### config.mk
export PLATFORM = sky130hd
export DESIGN_NAME = dma_irq_status_clear
export DESIGN_NICKNAME = d
export VERILOG_FILES = /design/src/rtl/dma_irq_status_clear.v /design/src/rtl/irq_event_unit.v /design/src/rtl/irq_flag_bank.v
export VERILOG_INCLUDE_DIRS = /design/src /design/src/pkg
export SDC_FILE = /design/constraint.sdc
export NUM_CORES = 1
export LEC_CHECK = 0
export ABC_AREA = 0
export BUFFER_PORTS_ARGS = -buffer_cell sky130_fd_sc_hd__buf_2
export CAP_MARGIN = 20
export CORE_MARGIN = 2
export CORE_UTILIZATION = 40
export DETAILED_ROUTE_END_ITERATION = 7
export GPL_TIMING_DRIVEN = 0
export PLACE_DENSITY_LB_ADDON = 0.25
export SYNTH_ARGS = -nofsm -noshare
export SYNTH_HDL_FRONTEND = slang
export SYNTH_SLANG_ARGS = --single-unit
### constraint.sdc
create_clock -name mclk -period 1.75 [get_ports mclk]
set_input_delay 0.0875 -clock mclk [delete_from_list [all_inputs] [get_ports mclk]]
set_output_delay 0.0875 -clock mclk [all_outputs]
set_load 0.01 [all_outputs]
### src/pkg/dma_irq_defs.vh
// constants for the dma interrupt status and clear slice
`ifndef DMA_IRQ_DEFS_VH
`define DMA_IRQ_DEFS_VH

// channel count and bus widths
`define NUM_CHAN 8
`define ADDR_W 8
`define DATA_W 32
`define PAD_W 24

// register byte offsets
`define OFF_COMBINED_STATUS 8'h00
`define OFF_TC_MASKED_STATUS 8'h04
`define OFF_TC_CLEAR 8'h08
`define OFF_ERR_MASKED_STATUS 8'h0C
`define OFF_ERR_CLEAR 8'h10
`define OFF_TC_RAW_STATUS 8'h14
`define OFF_ERR_RAW_STATUS 8'h18
`define OFF_EVT_STATUS 8'h20
`define OFF_EVT_CLEAR 8'h24
`define OFF_EVT_ENABLE 8'h28

// reset values
`define CHAN_RESET 8'h00
`define EVT_RESET 4'h0
`define RDATA_RESET 32'h0000_0000
`define PAD_ZERO 24'h00_0000

// event register layout
`define EVT_W 4
`define EVT_TC 0
`define EVT_ERR 1
`define EVT_BAD_WRITE 2
`define EVT_RSVD_WRITE 3

`endif

### src/rtl/dma_irq_status_clear.v
// interrupt status, masked status and clear registers of an eight-channel dma controller
//
// Local design decision: the plain strobed port.
`include "dma_irq_defs.vh"

module dma_irq_status_clear (
  // clock and reset
  input wire mclk,
  input wire rst_n,
  // register port
  input wire [`ADDR_W-1:0] addr,
  input wire [`DATA_W-1:0] wr_data,
  input wire wr_en,
  input wire rd_en,
  output reg [`DATA_W-1:0] rd_data,
  // channel events from the transfer engine
  input wire [`NUM_CHAN-1:0] tc_event,
  input wire [`NUM_CHAN-1:0] err_event,
  // enable masks held elsewhere in the controller
  input wire [`NUM_CHAN-1:0] tc_irq_en,
  input wire [`NUM_CHAN-1:0] err_irq_en,
  // per-channel interrupt requests
  output reg [`NUM_CHAN-1:0] channel_irq_combined,
  output reg [`NUM_CHAN-1:0] tc_irq_masked_bit,
  output reg [`NUM_CHAN-1:0] err_irq_masked_bit,
  // summary interrupt line
  output wire irq
);

  // true when the address names a register at the given offset
  function addr_is;
    input [`ADDR_W-1:0] a;
    input [`ADDR_W-1:0] off;
    begin
      addr_is = (a == off);
    end
  endfunction

  // true for any offset that accepts a write
  function is_writable;
    input [`ADDR_W-1:0] a;
    begin
      is_writable = addr_is(a, `OFF_TC_CLEAR) || addr_is(a, `OFF_ERR_CLEAR) ||
        addr_is(a, `OFF_EVT_CLEAR) || addr_is(a, `OFF_EVT_ENABLE);
    end
  endfunction

  wire [`NUM_CHAN-1:0] tc_raw_bit;
  wire [`NUM_CHAN-1:0] err_raw_bit;
  wire [`NUM_CHAN-1:0] tc_masked_status_reg;
  wire [`NUM_CHAN-1:0] err_masked_status;
  wire [`NUM_CHAN-1:0] combined_status;
  wire [`EVT_W-1:0] evt_status;
  wire [`EVT_W-1:0] evt_enable;

  reg [`NUM_CHAN-1:0] tc_irq_clear_bit;
  reg [`NUM_CHAN-1:0] err_irq_clear_bit;
  reg [`EVT_W-1:0] evt_clr;
  reg evt_en_we;
  reg bad_write;
  reg rsvd_write;
  reg [`NUM_CHAN-1:0] rd_sel_d;
  reg [`DATA_W-1:0] rd_data_d;
  reg [`EVT_W-1:0] evt_d;

  // write decode; clear registers have no storage so they read back nothing
  always @*
  begin
    tc_irq_clear_bit = `CHAN_RESET;
    err_irq_clear_bit = `CHAN_RESET;
    evt_clr = `EVT_RESET;
    evt_en_we = 1'b0;
    bad_write = 1'b0;
    rsvd_write = 1'b0;
    if (wr_en)
    begin
      if (addr_is(addr, `OFF_TC_CLEAR))
        tc_irq_clear_bit = wr_data[`NUM_CHAN-1:0];
      else if (addr_is(addr, `OFF_ERR_CLEAR))
        err_irq_clear_bit = wr_data[`NUM_CHAN-1:0];
      else if (addr_is(addr, `OFF_EVT_CLEAR))
        evt_clr = wr_data[`EVT_W-1:0];
      else if (addr_is(addr, `OFF_EVT_ENABLE))
        evt_en_we = 1'b1;
      // status registers ignore writes; flag the attempt
      if (!is_writable(addr))
        bad_write = 1'b1;
      // software should keep the upper bits zero
      if (is_writable(addr) && (wr_data[`DATA_W-1:`NUM_CHAN] != `PAD_ZERO))
        rsvd_write = 1'b1;
    end
  end

  // raw terminal-count flags, set by the engine and cleared by software
  irq_flag_bank #(
    .WIDTH(`NUM_CHAN)
  ) u_tc_raw (
    .mclk(mclk),
    .rst_n(rst_n),
    .set(tc_event),
    .clr(tc_irq_clear_bit),
    .flag(tc_raw_bit)
  );

  // raw error flags
  irq_flag_bank #(
    .WIDTH(`NUM_CHAN)
  ) u_err_raw (
    .mclk(mclk),
    .rst_n(rst_n),
    .set(err_event),
    .clr(err_irq_clear_bit),
    .flag(err_raw_bit)
  );

  // masked and combined views; masking never touches the raw flags
  assign tc_masked_status_reg = tc_raw_bit & tc_irq_en;
  assign err_masked_status = err_raw_bit & err_irq_en;
  assign combined_status = tc_masked_status_reg | err_masked_status;

  // request outputs registered, one cycle behind the flags
  always @(posedge mclk)
  begin
    if (!rst_n)
    begin
      channel_irq_combined <= `CHAN_RESET;
      tc_irq_masked_bit <= `CHAN_RESET;
      err_irq_masked_bit <= `CHAN_RESET;
    end
    else
    begin
      channel_irq_combined <= combined_status;
      tc_irq_masked_bit <= tc_masked_status_reg;
      err_irq_masked_bit <= err_masked_status;
    end
  end

  // block events for the summary interrupt
  always @*
  begin
    evt_d = `EVT_RESET;
    evt_d[`EVT_TC] = |(tc_event & tc_irq_en);
    evt_d[`EVT_ERR] = |(err_event & err_irq_en);
    evt_d[`EVT_BAD_WRITE] = bad_write;
    evt_d[`EVT_RSVD_WRITE] = rsvd_write;
  end

  irq_event_unit u_evt (
    .mclk(mclk),
    .rst_n(rst_n),
    .evt(evt_d),
    .evt_clr(evt_clr),
    .en_we(evt_en_we),
    .en_wdata(wr_data[`EVT_W-1:0]),
    .evt_status(evt_status),
    .evt_enable(evt_enable),
    .irq(irq)
  );

  // read select; undefined upper bits and write-only offsets read zero
  always @*
  begin
    rd_sel_d = `CHAN_RESET;
    rd_data_d = `RDATA_RESET;
    if (rd_en)
    begin
      if (addr_is(addr, `OFF_COMBINED_STATUS))
        rd_sel_d = combined_status;
      else if (addr_is(addr, `OFF_TC_MASKED_STATUS))
        rd_sel_d = tc_masked_status_reg;
      else if (addr_is(addr, `OFF_ERR_MASKED_STATUS))
        rd_sel_d = err_masked_status;
      else if (addr_is(addr, `OFF_TC_RAW_STATUS))
        rd_sel_d = tc_raw_bit;
      else if (addr_is(addr, `OFF_ERR_RAW_STATUS))
        rd_sel_d = err_raw_bit;
      else if (addr_is(addr, `OFF_EVT_STATUS))
        rd_data_d[`EVT_W-1:0] = evt_status;
      else if (addr_is(addr, `OFF_EVT_ENABLE))
        rd_data_d[`EVT_W-1:0] = evt_enable;
      rd_data_d[`NUM_CHAN-1:0] = rd_data_d[`NUM_CHAN-1:0] | rd_sel_d;
    end
  end

  // read data valid only in the cycle after the strobe, zero otherwise
  always @(posedge mclk)
  begin
    if (!rst_n)
      rd_data <= `RDATA_RESET;
    else
      rd_data <= rd_data_d;
  end

endmodule

### src/rtl/irq_event_unit.v
// sticky event status with enable mask and one level interrupt line
`include "dma_irq_defs.vh"

module irq_event_unit (
  // clock and reset
  input wire mclk,
  input wire rst_n,
  // event pulses
  input wire [`EVT_W-1:0] evt,
  // software clear bits, one cycle
  input wire [`EVT_W-1:0] evt_clr,
  // enable write
  input wire en_we,
  input wire [`EVT_W-1:0] en_wdata,
  // state
  output wire [`EVT_W-1:0] evt_status,
  output wire [`EVT_W-1:0] evt_enable,
  output reg irq
);

  reg [`EVT_W-1:0] en_q;

  // sticky status, set wins over clear
  irq_flag_bank #(
    .WIDTH(`EVT_W)
  ) u_status (
    .mclk(mclk),
    .rst_n(rst_n),
    .set(evt),
    .clr(evt_clr),
    .flag(evt_status)
  );

  // enable register
  always @(posedge mclk)
  begin
    if (!rst_n)
      en_q <= `EVT_RESET;
    else if (en_we)
      en_q <= en_wdata;
  end

  // level interrupt, registered so the pin never glitches
  always @(posedge mclk)
  begin
    if (!rst_n)
      irq <= 1'b0;
    else
      irq <= |(evt_status & en_q);
  end

  assign evt_enable = en_q;

endmodule

### src/rtl/irq_flag_bank.v
// bank of sticky flags, set wins over clear
module irq_flag_bank #(
  parameter WIDTH = 8
) (
  // clock and reset
  input wire mclk,
  input wire rst_n,
  // per bit set and clear
  input wire [WIDTH-1:0] set,
  input wire [WIDTH-1:0] clr,
  // flag state
  output wire [WIDTH-1:0] flag
);

  reg [WIDTH-1:0] flag_q;

  genvar i;
  generate
    for (i = 0; i < WIDTH; i = i + 1)
    begin : g_bit
      // set beats a clear in the same cycle so no event is lost
      always @(posedge mclk)
      begin
        if (!rst_n)
          flag_q[i] <= 1'b0;
        else if (set[i])
          flag_q[i] <= 1'b1;
        else if (clr[i])
          flag_q[i] <= 1'b0;
      end
    end
  endgenerate

  assign flag = flag_q;

endmodule

After elaboration in Yosys (flattened, before gate mapping)
Index checks and enable logic that the tools add are counted.
{"block": "op_classes", "eq_ne": 9, "muxes": 72, "n_bitwise": 7, "reduce_logical": 30}
{"cell": "$mux 8", "count": 11}
{"cell": "$mux 1", "count": 49}
{"cell": "$mux 4", "count": 12}
{"cell": "$reduce_bool 2->1", "count": 20}
{"cell": "$and 8x8->8", "count": 4}
{"cell": "$eq 8x5->1 const B", "count": 3}
{"cell": "$eq 8x6->1 const B", "count": 3}
{"cell": "$reduce_bool 24->1", "count": 1}
{"cell": "$eq 8x4->1 const B", "count": 2}
{"cell": "$reduce_or 8->1", "count": 2}
{"cell": "$eq 8x3->1 const B", "count": 1}
{"cell": "$logic_not 8->1", "count": 1}
{"cell": "$or 4x8->8", "count": 1}
{"cell": "$or 8x8->8", "count": 1}
{"cell": "$and 4x4->4", "count": 1}
{"cell": "$reduce_or 4->1", "count": 1}
{"cell": "$logic_or 1x1->1", "count": 3}
{"cell": "$reduce_and 2->1", "count": 1}
{"cell": "$logic_and 1x1->1", "count": 1}
{"block": "word_totals", "ff_bits": 81, "inputBits": 76, "output_inout_bits": 57, "word_cells": 145}

Depth between registers and ports, before layout
{"block": "depth", "ltp_word": 10, "mapped_depth": 5, "ltp_nobuf": 4}

Hierarchy
A second synthesis with hierarchy kept.
{"block": "unflattened", "hier_cells": 324, "hier_area_um2": 3000.4}
{"module": "dma_irq_status_clear", "n_inst": 1, "cells_per_inst": 245, "area_each_um2": 1960.6, "seq_area_each_um2": 640.6}
{"module": "irq_flag_bank (u_err_raw ...)", "n_inst": 2, "cells_per_inst": 25, "area_each_um2": 337.8, "seq_area_each_um2": 160.2}
{"module": "irq_event_unit", "n_inst": 1, "cells_per_inst": 17, "area_each_um2": 198.9, "seq_area_each_um2": 100.1}
{"module": "irq_flag_bank (u_evt.u_status)", "n_inst": 1, "cells_per_inst": 12, "area_each_um2": 165.2, "seq_area_each_um2": 80.1}

Worst setup path before layout
OpenSTA, ideal clock, no wires.
{"block": "synth_timing", "path_kind": "input -> register", "start": "in addr[1]", "end": "reg rd_data[5]", "setup_ns": 0.086, "t_arrival_ns": 1.319, "required_time_ns": 1.664, "slack_ns": 0.345, "cell_stages": 5, "path_buffers": 1, "cell_sequence": "or4_4 > buf_6 > nor3_4 > o21ai_2 > a221oi_2"}
{"block": "synth_between", "elab_chain_cells": 8, "elab_cells_between_ends": 12, "cone_classes": "4 x eq/ne; 6 x mux; 1 x bitwise; 1 x reduce/logical"}
{"item": "from (decl)", "line_no": "dma_irq_status_clear.v:11", "source": "input wire [`ADDR_W-1:0] addr,"}
{"item": "$eq 8x5->1", "line_no": "dma_irq_status_clear.v:35", "source": "addr_is = (a == off);"}
{"item": "$mux 8", "line_no": "dma_irq_status_clear.v:175", "source": "else if (addr_is(addr, `OFF_ERR_RAW_STATUS))"}
{"item": "$mux 8", "line_no": "dma_irq_status_clear.v:173", "source": "else if (addr_is(addr, `OFF_TC_RAW_STATUS))"}
{"item": "$mux 8", "line_no": "dma_irq_status_clear.v:171", "source": "else if (addr_is(addr, `OFF_ERR_MASKED_STATUS))"}
{"item": "$mux 8", "line_no": "dma_irq_status_clear.v:169", "source": "else if (addr_is(addr, `OFF_TC_MASKED_STATUS))"}
{"item": "$mux 8 (*)", "line_no": "dma_irq_status_clear.v:167", "source": "if (addr_is(addr, `OFF_COMBINED_STATUS))"}
{"item": "$mux 8 (*)", "line_no": "dma_irq_status_clear.v:165", "source": "if (rd_en)"}
{"item": "$or 4x8->8 (*)", "line_no": "dma_irq_status_clear.v:181", "source": "rd_data_d[`NUM_CHAN-1:0] = rd_data_d[`NUM_CHAN-1:0] | rd_sel_d;"}
{"item": "to (signal assigned)", "line_no": "dma_irq_status_clear.v:189", "source": "rd_data <= `RDATA_RESET;"}
{"item": "to (signal assigned)", "line_no": "dma_irq_status_clear.v:191", "source": "rd_data <= rd_data_d;"}
{"item": "to (decl)", "line_no": "dma_irq_status_clear.v:15", "source": "output reg [`DATA_W-1:0] rd_data,"}
Mark *: on every way between the ends. The rest lies on a longest branch, timed or not. The select of a mux whose other input is x is not followed.
A chain may end at the register's enable or synchronous reset.

Worst setup path in the final report
{"block": "layout_timing", "start": "in addr[3]", "end": "reg u_tc_raw.flag_q[1] (netlist: u_tc_raw.flag[1])"}
{"block": "layout_between", "elab_chain_cells": 4}
{"item": "$eq 8x4->1", "line_no": "dma_irq_status_clear.v:35"}
{"item": "$mux 8", "line_no": "dma_irq_status_clear.v:77", "source": "if (addr_is(addr, `OFF_TC_CLEAR))"}
{"item": "$mux 8", "line_no": "dma_irq_status_clear.v:75", "source": "if (wr_en)"}
{"item": "$reduce_bool 2->1 (no line)"}
{"item": "to (signal, indexed assignment)", "line_no": "irq_flag_bank.v:25", "source": "flag_q[i] <= 1'b0;"}
{"item": "to (signal, indexed assignment)", "line_no": "irq_flag_bank.v:27", "source": "flag_q[i] <= 1'b1;"}
{"item": "to (signal, indexed assignment)", "line_no": "irq_flag_bank.v:29", "source": "flag_q[i] <= 1'b0;"}
{"item": "to (decl)", "line_no": "irq_flag_bank.v:15", "source": "reg [WIDTH-1:0] flag_q;"}
Every way passes these cells.

==> impl_metrics.tcl <==
set metrics [dict create \
    dr_total_vias 2972 \
    relSlewSlack 0.588 \
    cts-buffers-inserted 9 \
    status "finished with violations" \
    fmax_mhz 674 \
    first_iter_violations 177 \
    cts_max_path_buffers 2 \
    grt_max_degree 11 \
    drtPass1Iterations 5 \
    post_cts_buffers 0 \
    syn_to_final_growth_pct 41.0 \
    fill_cells 649 \
    critPathKind "input port to flop" \
    die_w_um 86.6 \
    drt_wl_total_um 9020 \
    drc_errors 0 \
    min_from "err_event[5]" \
    p_leak_nw 1.88 \
    seqCellArea_um2 1140 \
    clkLatencyLatePin_ps 340 \
    setup-tns-final_ps 0 \
    core-area_um2 6680 \
    grtUsageTotal 0.241 \
    required_ps 1950 \
    failed_checks "negative hold slack" \
    finalHoldViolCount 1 \
    synth_edf_count 0 \
    gp_congestion 0.922 \
    antenna_found_initial 0 \
    multi_input_area_um2 1320 \
    clk_pin_slew_ps 60 \
    worstReg2RegStart "u_err_raw.flag[4]$_SDFFE_PN0P_" \
    hold_path.class "input port to flop" \
    whs_endpoint "u_err_raw.flag[5]$_SDFFE_PN0P_" \
    ant_nets 0 \
    post_drt_wl_per_cell_um 16.0 \
    synth-seq-area-share 0.419 \
    grt_pass1_wl_um 13500 \
    hpwl_um 6810 \
    ys_warn_count 0 \
    initial_core_util 0.408 \
    critPathCaptureType "flop" \
    fin_util 0.575 \
    irDropWorstVdd_uv 365 \
    cts_sinks 57 \
    yosys_register_bits 57 \
    cts_tree "done" \
    synth_top_cell_area_share 0.419 \
    syn_area_per_cell_um2 8.44 \
    io_pins 133 \
    worstPathMaxFanout 10 \
    grt-ovfl-total 0 \
    rsz0062_at_grt "false" \
    synth_top_cell_by_area "dfxtp_1" \
    synthTopCellsByArea "dfxtp_1 (42%), buf_4 (6.6%), a21oi_1 (6.2%)" \
    worstPathArrival_ps 1680 \
    synth_area_um2 2730 \
    synth.distinct_cells 44 \
    finalCriticalPeriod_ps 1480 \
    num_rows 30 \
    nNetsFinal 556 \
    vias_per_cell 5.26 \
    r2r_setup_slack_ps 580 \
    drv_slew 0 \
    cts-root-buf "clkbuf_8" \
    grt_pass1_vias 2728 \
    fin_hold_ws_ps -0.160 \
    r2r_cells 4 \
    stdcell_area_um2 3840 \
    setup_viol 0 \
    tightest_slew_ps 617 \
    hold_depth 3 \
    ys.flop_type "dfxtp_1" \
    min_period_over_period 0.848 \
    cp-start-kind "input port" \
    r2r_end "rd_data[4]$_SDFF_PN0_" \
    drive_gt1_frac 0.346 \
    pwr_density_cell_nw_per_um2 856 \
    synth_cells 323 \
    die_h_um 86.6 \
    synthArstFlopShare 0 \
    dieArea_um2 7490 \
    clock_skew_ps 8.00 \
    postPlaceCellArea_um2 3450 \
    num_antenna_cells 0 \
    htreeDepth 3 \
    drv_cap 0 \
    portBuffers 108 \
]
==> where the power goes <==
part	internal, mW	switching (mW)
clock	0.874	0.545
combinational	0.223	0.267
sequential	1.35	0.0299
total	2.45	0.842
==> registers in the layout, summed over array words and instances, names as in the netlist <==
register and count:
u_evt.evt_enable 4, tc_irq_masked_bit 8, channel_irq_combined 8, u_tc_raw.flag 8, rd_data 8, u_err_raw.flag 8, err_irq_masked_bit 8, u_evt.u_status.flag 4
u_evt.irq 1
==> through the flow <==
step                      hold slack [ps]  setup slack, ps  power, mW  cells
after floorplan                       217              345       1.67    346
after global placement                336             -197       1.86    534
after detailed placement              342             -288       1.86    534
after CTS                           0.235             68.1       3.28    564
after global routing                 15.4             78.8       3.40    565
final                              -0.160              266       3.29    565
==> layout by cell type (no fill, tap or decap), types with 5 or more instances in the layout <==
cell type	synthesis	routed
a32oi_1	5	5
buf_4	24	24
dlygate4sd3_1	0	15
a21oi_1	34	34
nand2_1	37	37
inv_1	22	22
dfxtp_1	57	57
nor2_1	23	23
clkbuf_8	3	14
buf_2	0	108
a22oi_1	6	6
clkbuf_1	8	8
a22o_1	11	11
conb_1	1	24
nor4_1	8	7
o21ai_0	26	26
==> critical path, stage by stage <==
cell and delay, ps:
buf_2 130, nor2b_1 190, clkbuf_1 470, nand3_1 410, o21ai_0 300, a21oi_1 90
==> how the worst max path moves through the flow <==
stage / from / end / slack [ps] / depth (start not counted)
2_1_floorplan: addr[1] / rd_data[5]$_SDFF_PN0_ / 340 / 5
6_report: addr[3] / u_tc_raw.flag[1]$_SDFFE_PN0P_ / 270 / 6
4_1_cts: addr[1] / u_tc_raw.flag[1]$_SDFFE_PN0P_ / 70 / 5
3_5_place_dp: addr[1] / u_tc_raw.flag[0]$_SDFFE_PN0P_ / -290 / 5
3_3_place_gp: addr[1] / u_tc_raw.flag[1]$_SDFFE_PN0P_ / -200 / 5
5_1_grt: addr[3] / u_tc_raw.flag[5]$_SDFFE_PN0P_ / 80 / 6
==> area by class of cell <==
class / count / share of cell area
inverters: 23 / 0.0225
clock buffers: 11 / 0.0394
well taps: 80 / 0.0260
repair buffers: 123 / 0.180
plain buffers: 37 / 0.0713
multi-input cells: 229 / 0.344
clock inverters: 5 / 0.0202
flip-flops and latches: 57 / 0.297
==> kinds of logic after synthesis <==
group	count (synthesis)	share of synthesized area
AOI/OAI and AO/OA	104	0.249
buffers and inverters	60	0.132
DFF	57	0.419
muxes	4	0.0147
other	1	0.00138
and+or+nand+nor	97	0.184
==> what timing repair did <==
action / in CTS / in global routing
setup endpoints to repair: 0 / 19
gates resized for setup: 0 / 2
hold buffers: 14 / 1
endpoints found under the hold margin: 14 / 1
==> synth_stat cells (all sizes together) (4+ instances only) <==
| cell type | number |
|---|---|
| inv | 23 |
| nor2 | 23 |
| buf | 26 |
| nand2b | 4 |
| a221oi | 5 |
| nand3 | 4 |
| a21oi | 34 |
| dfxtp | 57 |
| nor4 | 9 |
| a22o | 11 |
| nand2 | 37 |
| a22oi | 6 |
| clkbuf | 11 |
| a32oi | 5 |
| o21ai | 28 |
| a41o | 4 |
| mux2i | 4 |
==> routing by layer <==
layer,track usage,vias up,share of wire
li1,-,1420,-
met1,0.310,1366,0.42
met2,0.406,170,0.48
met3,0.0381,16,0.079
met4,0.0895,0,0.018
met5,0,-,0
(Power assumes the default switching activity.)
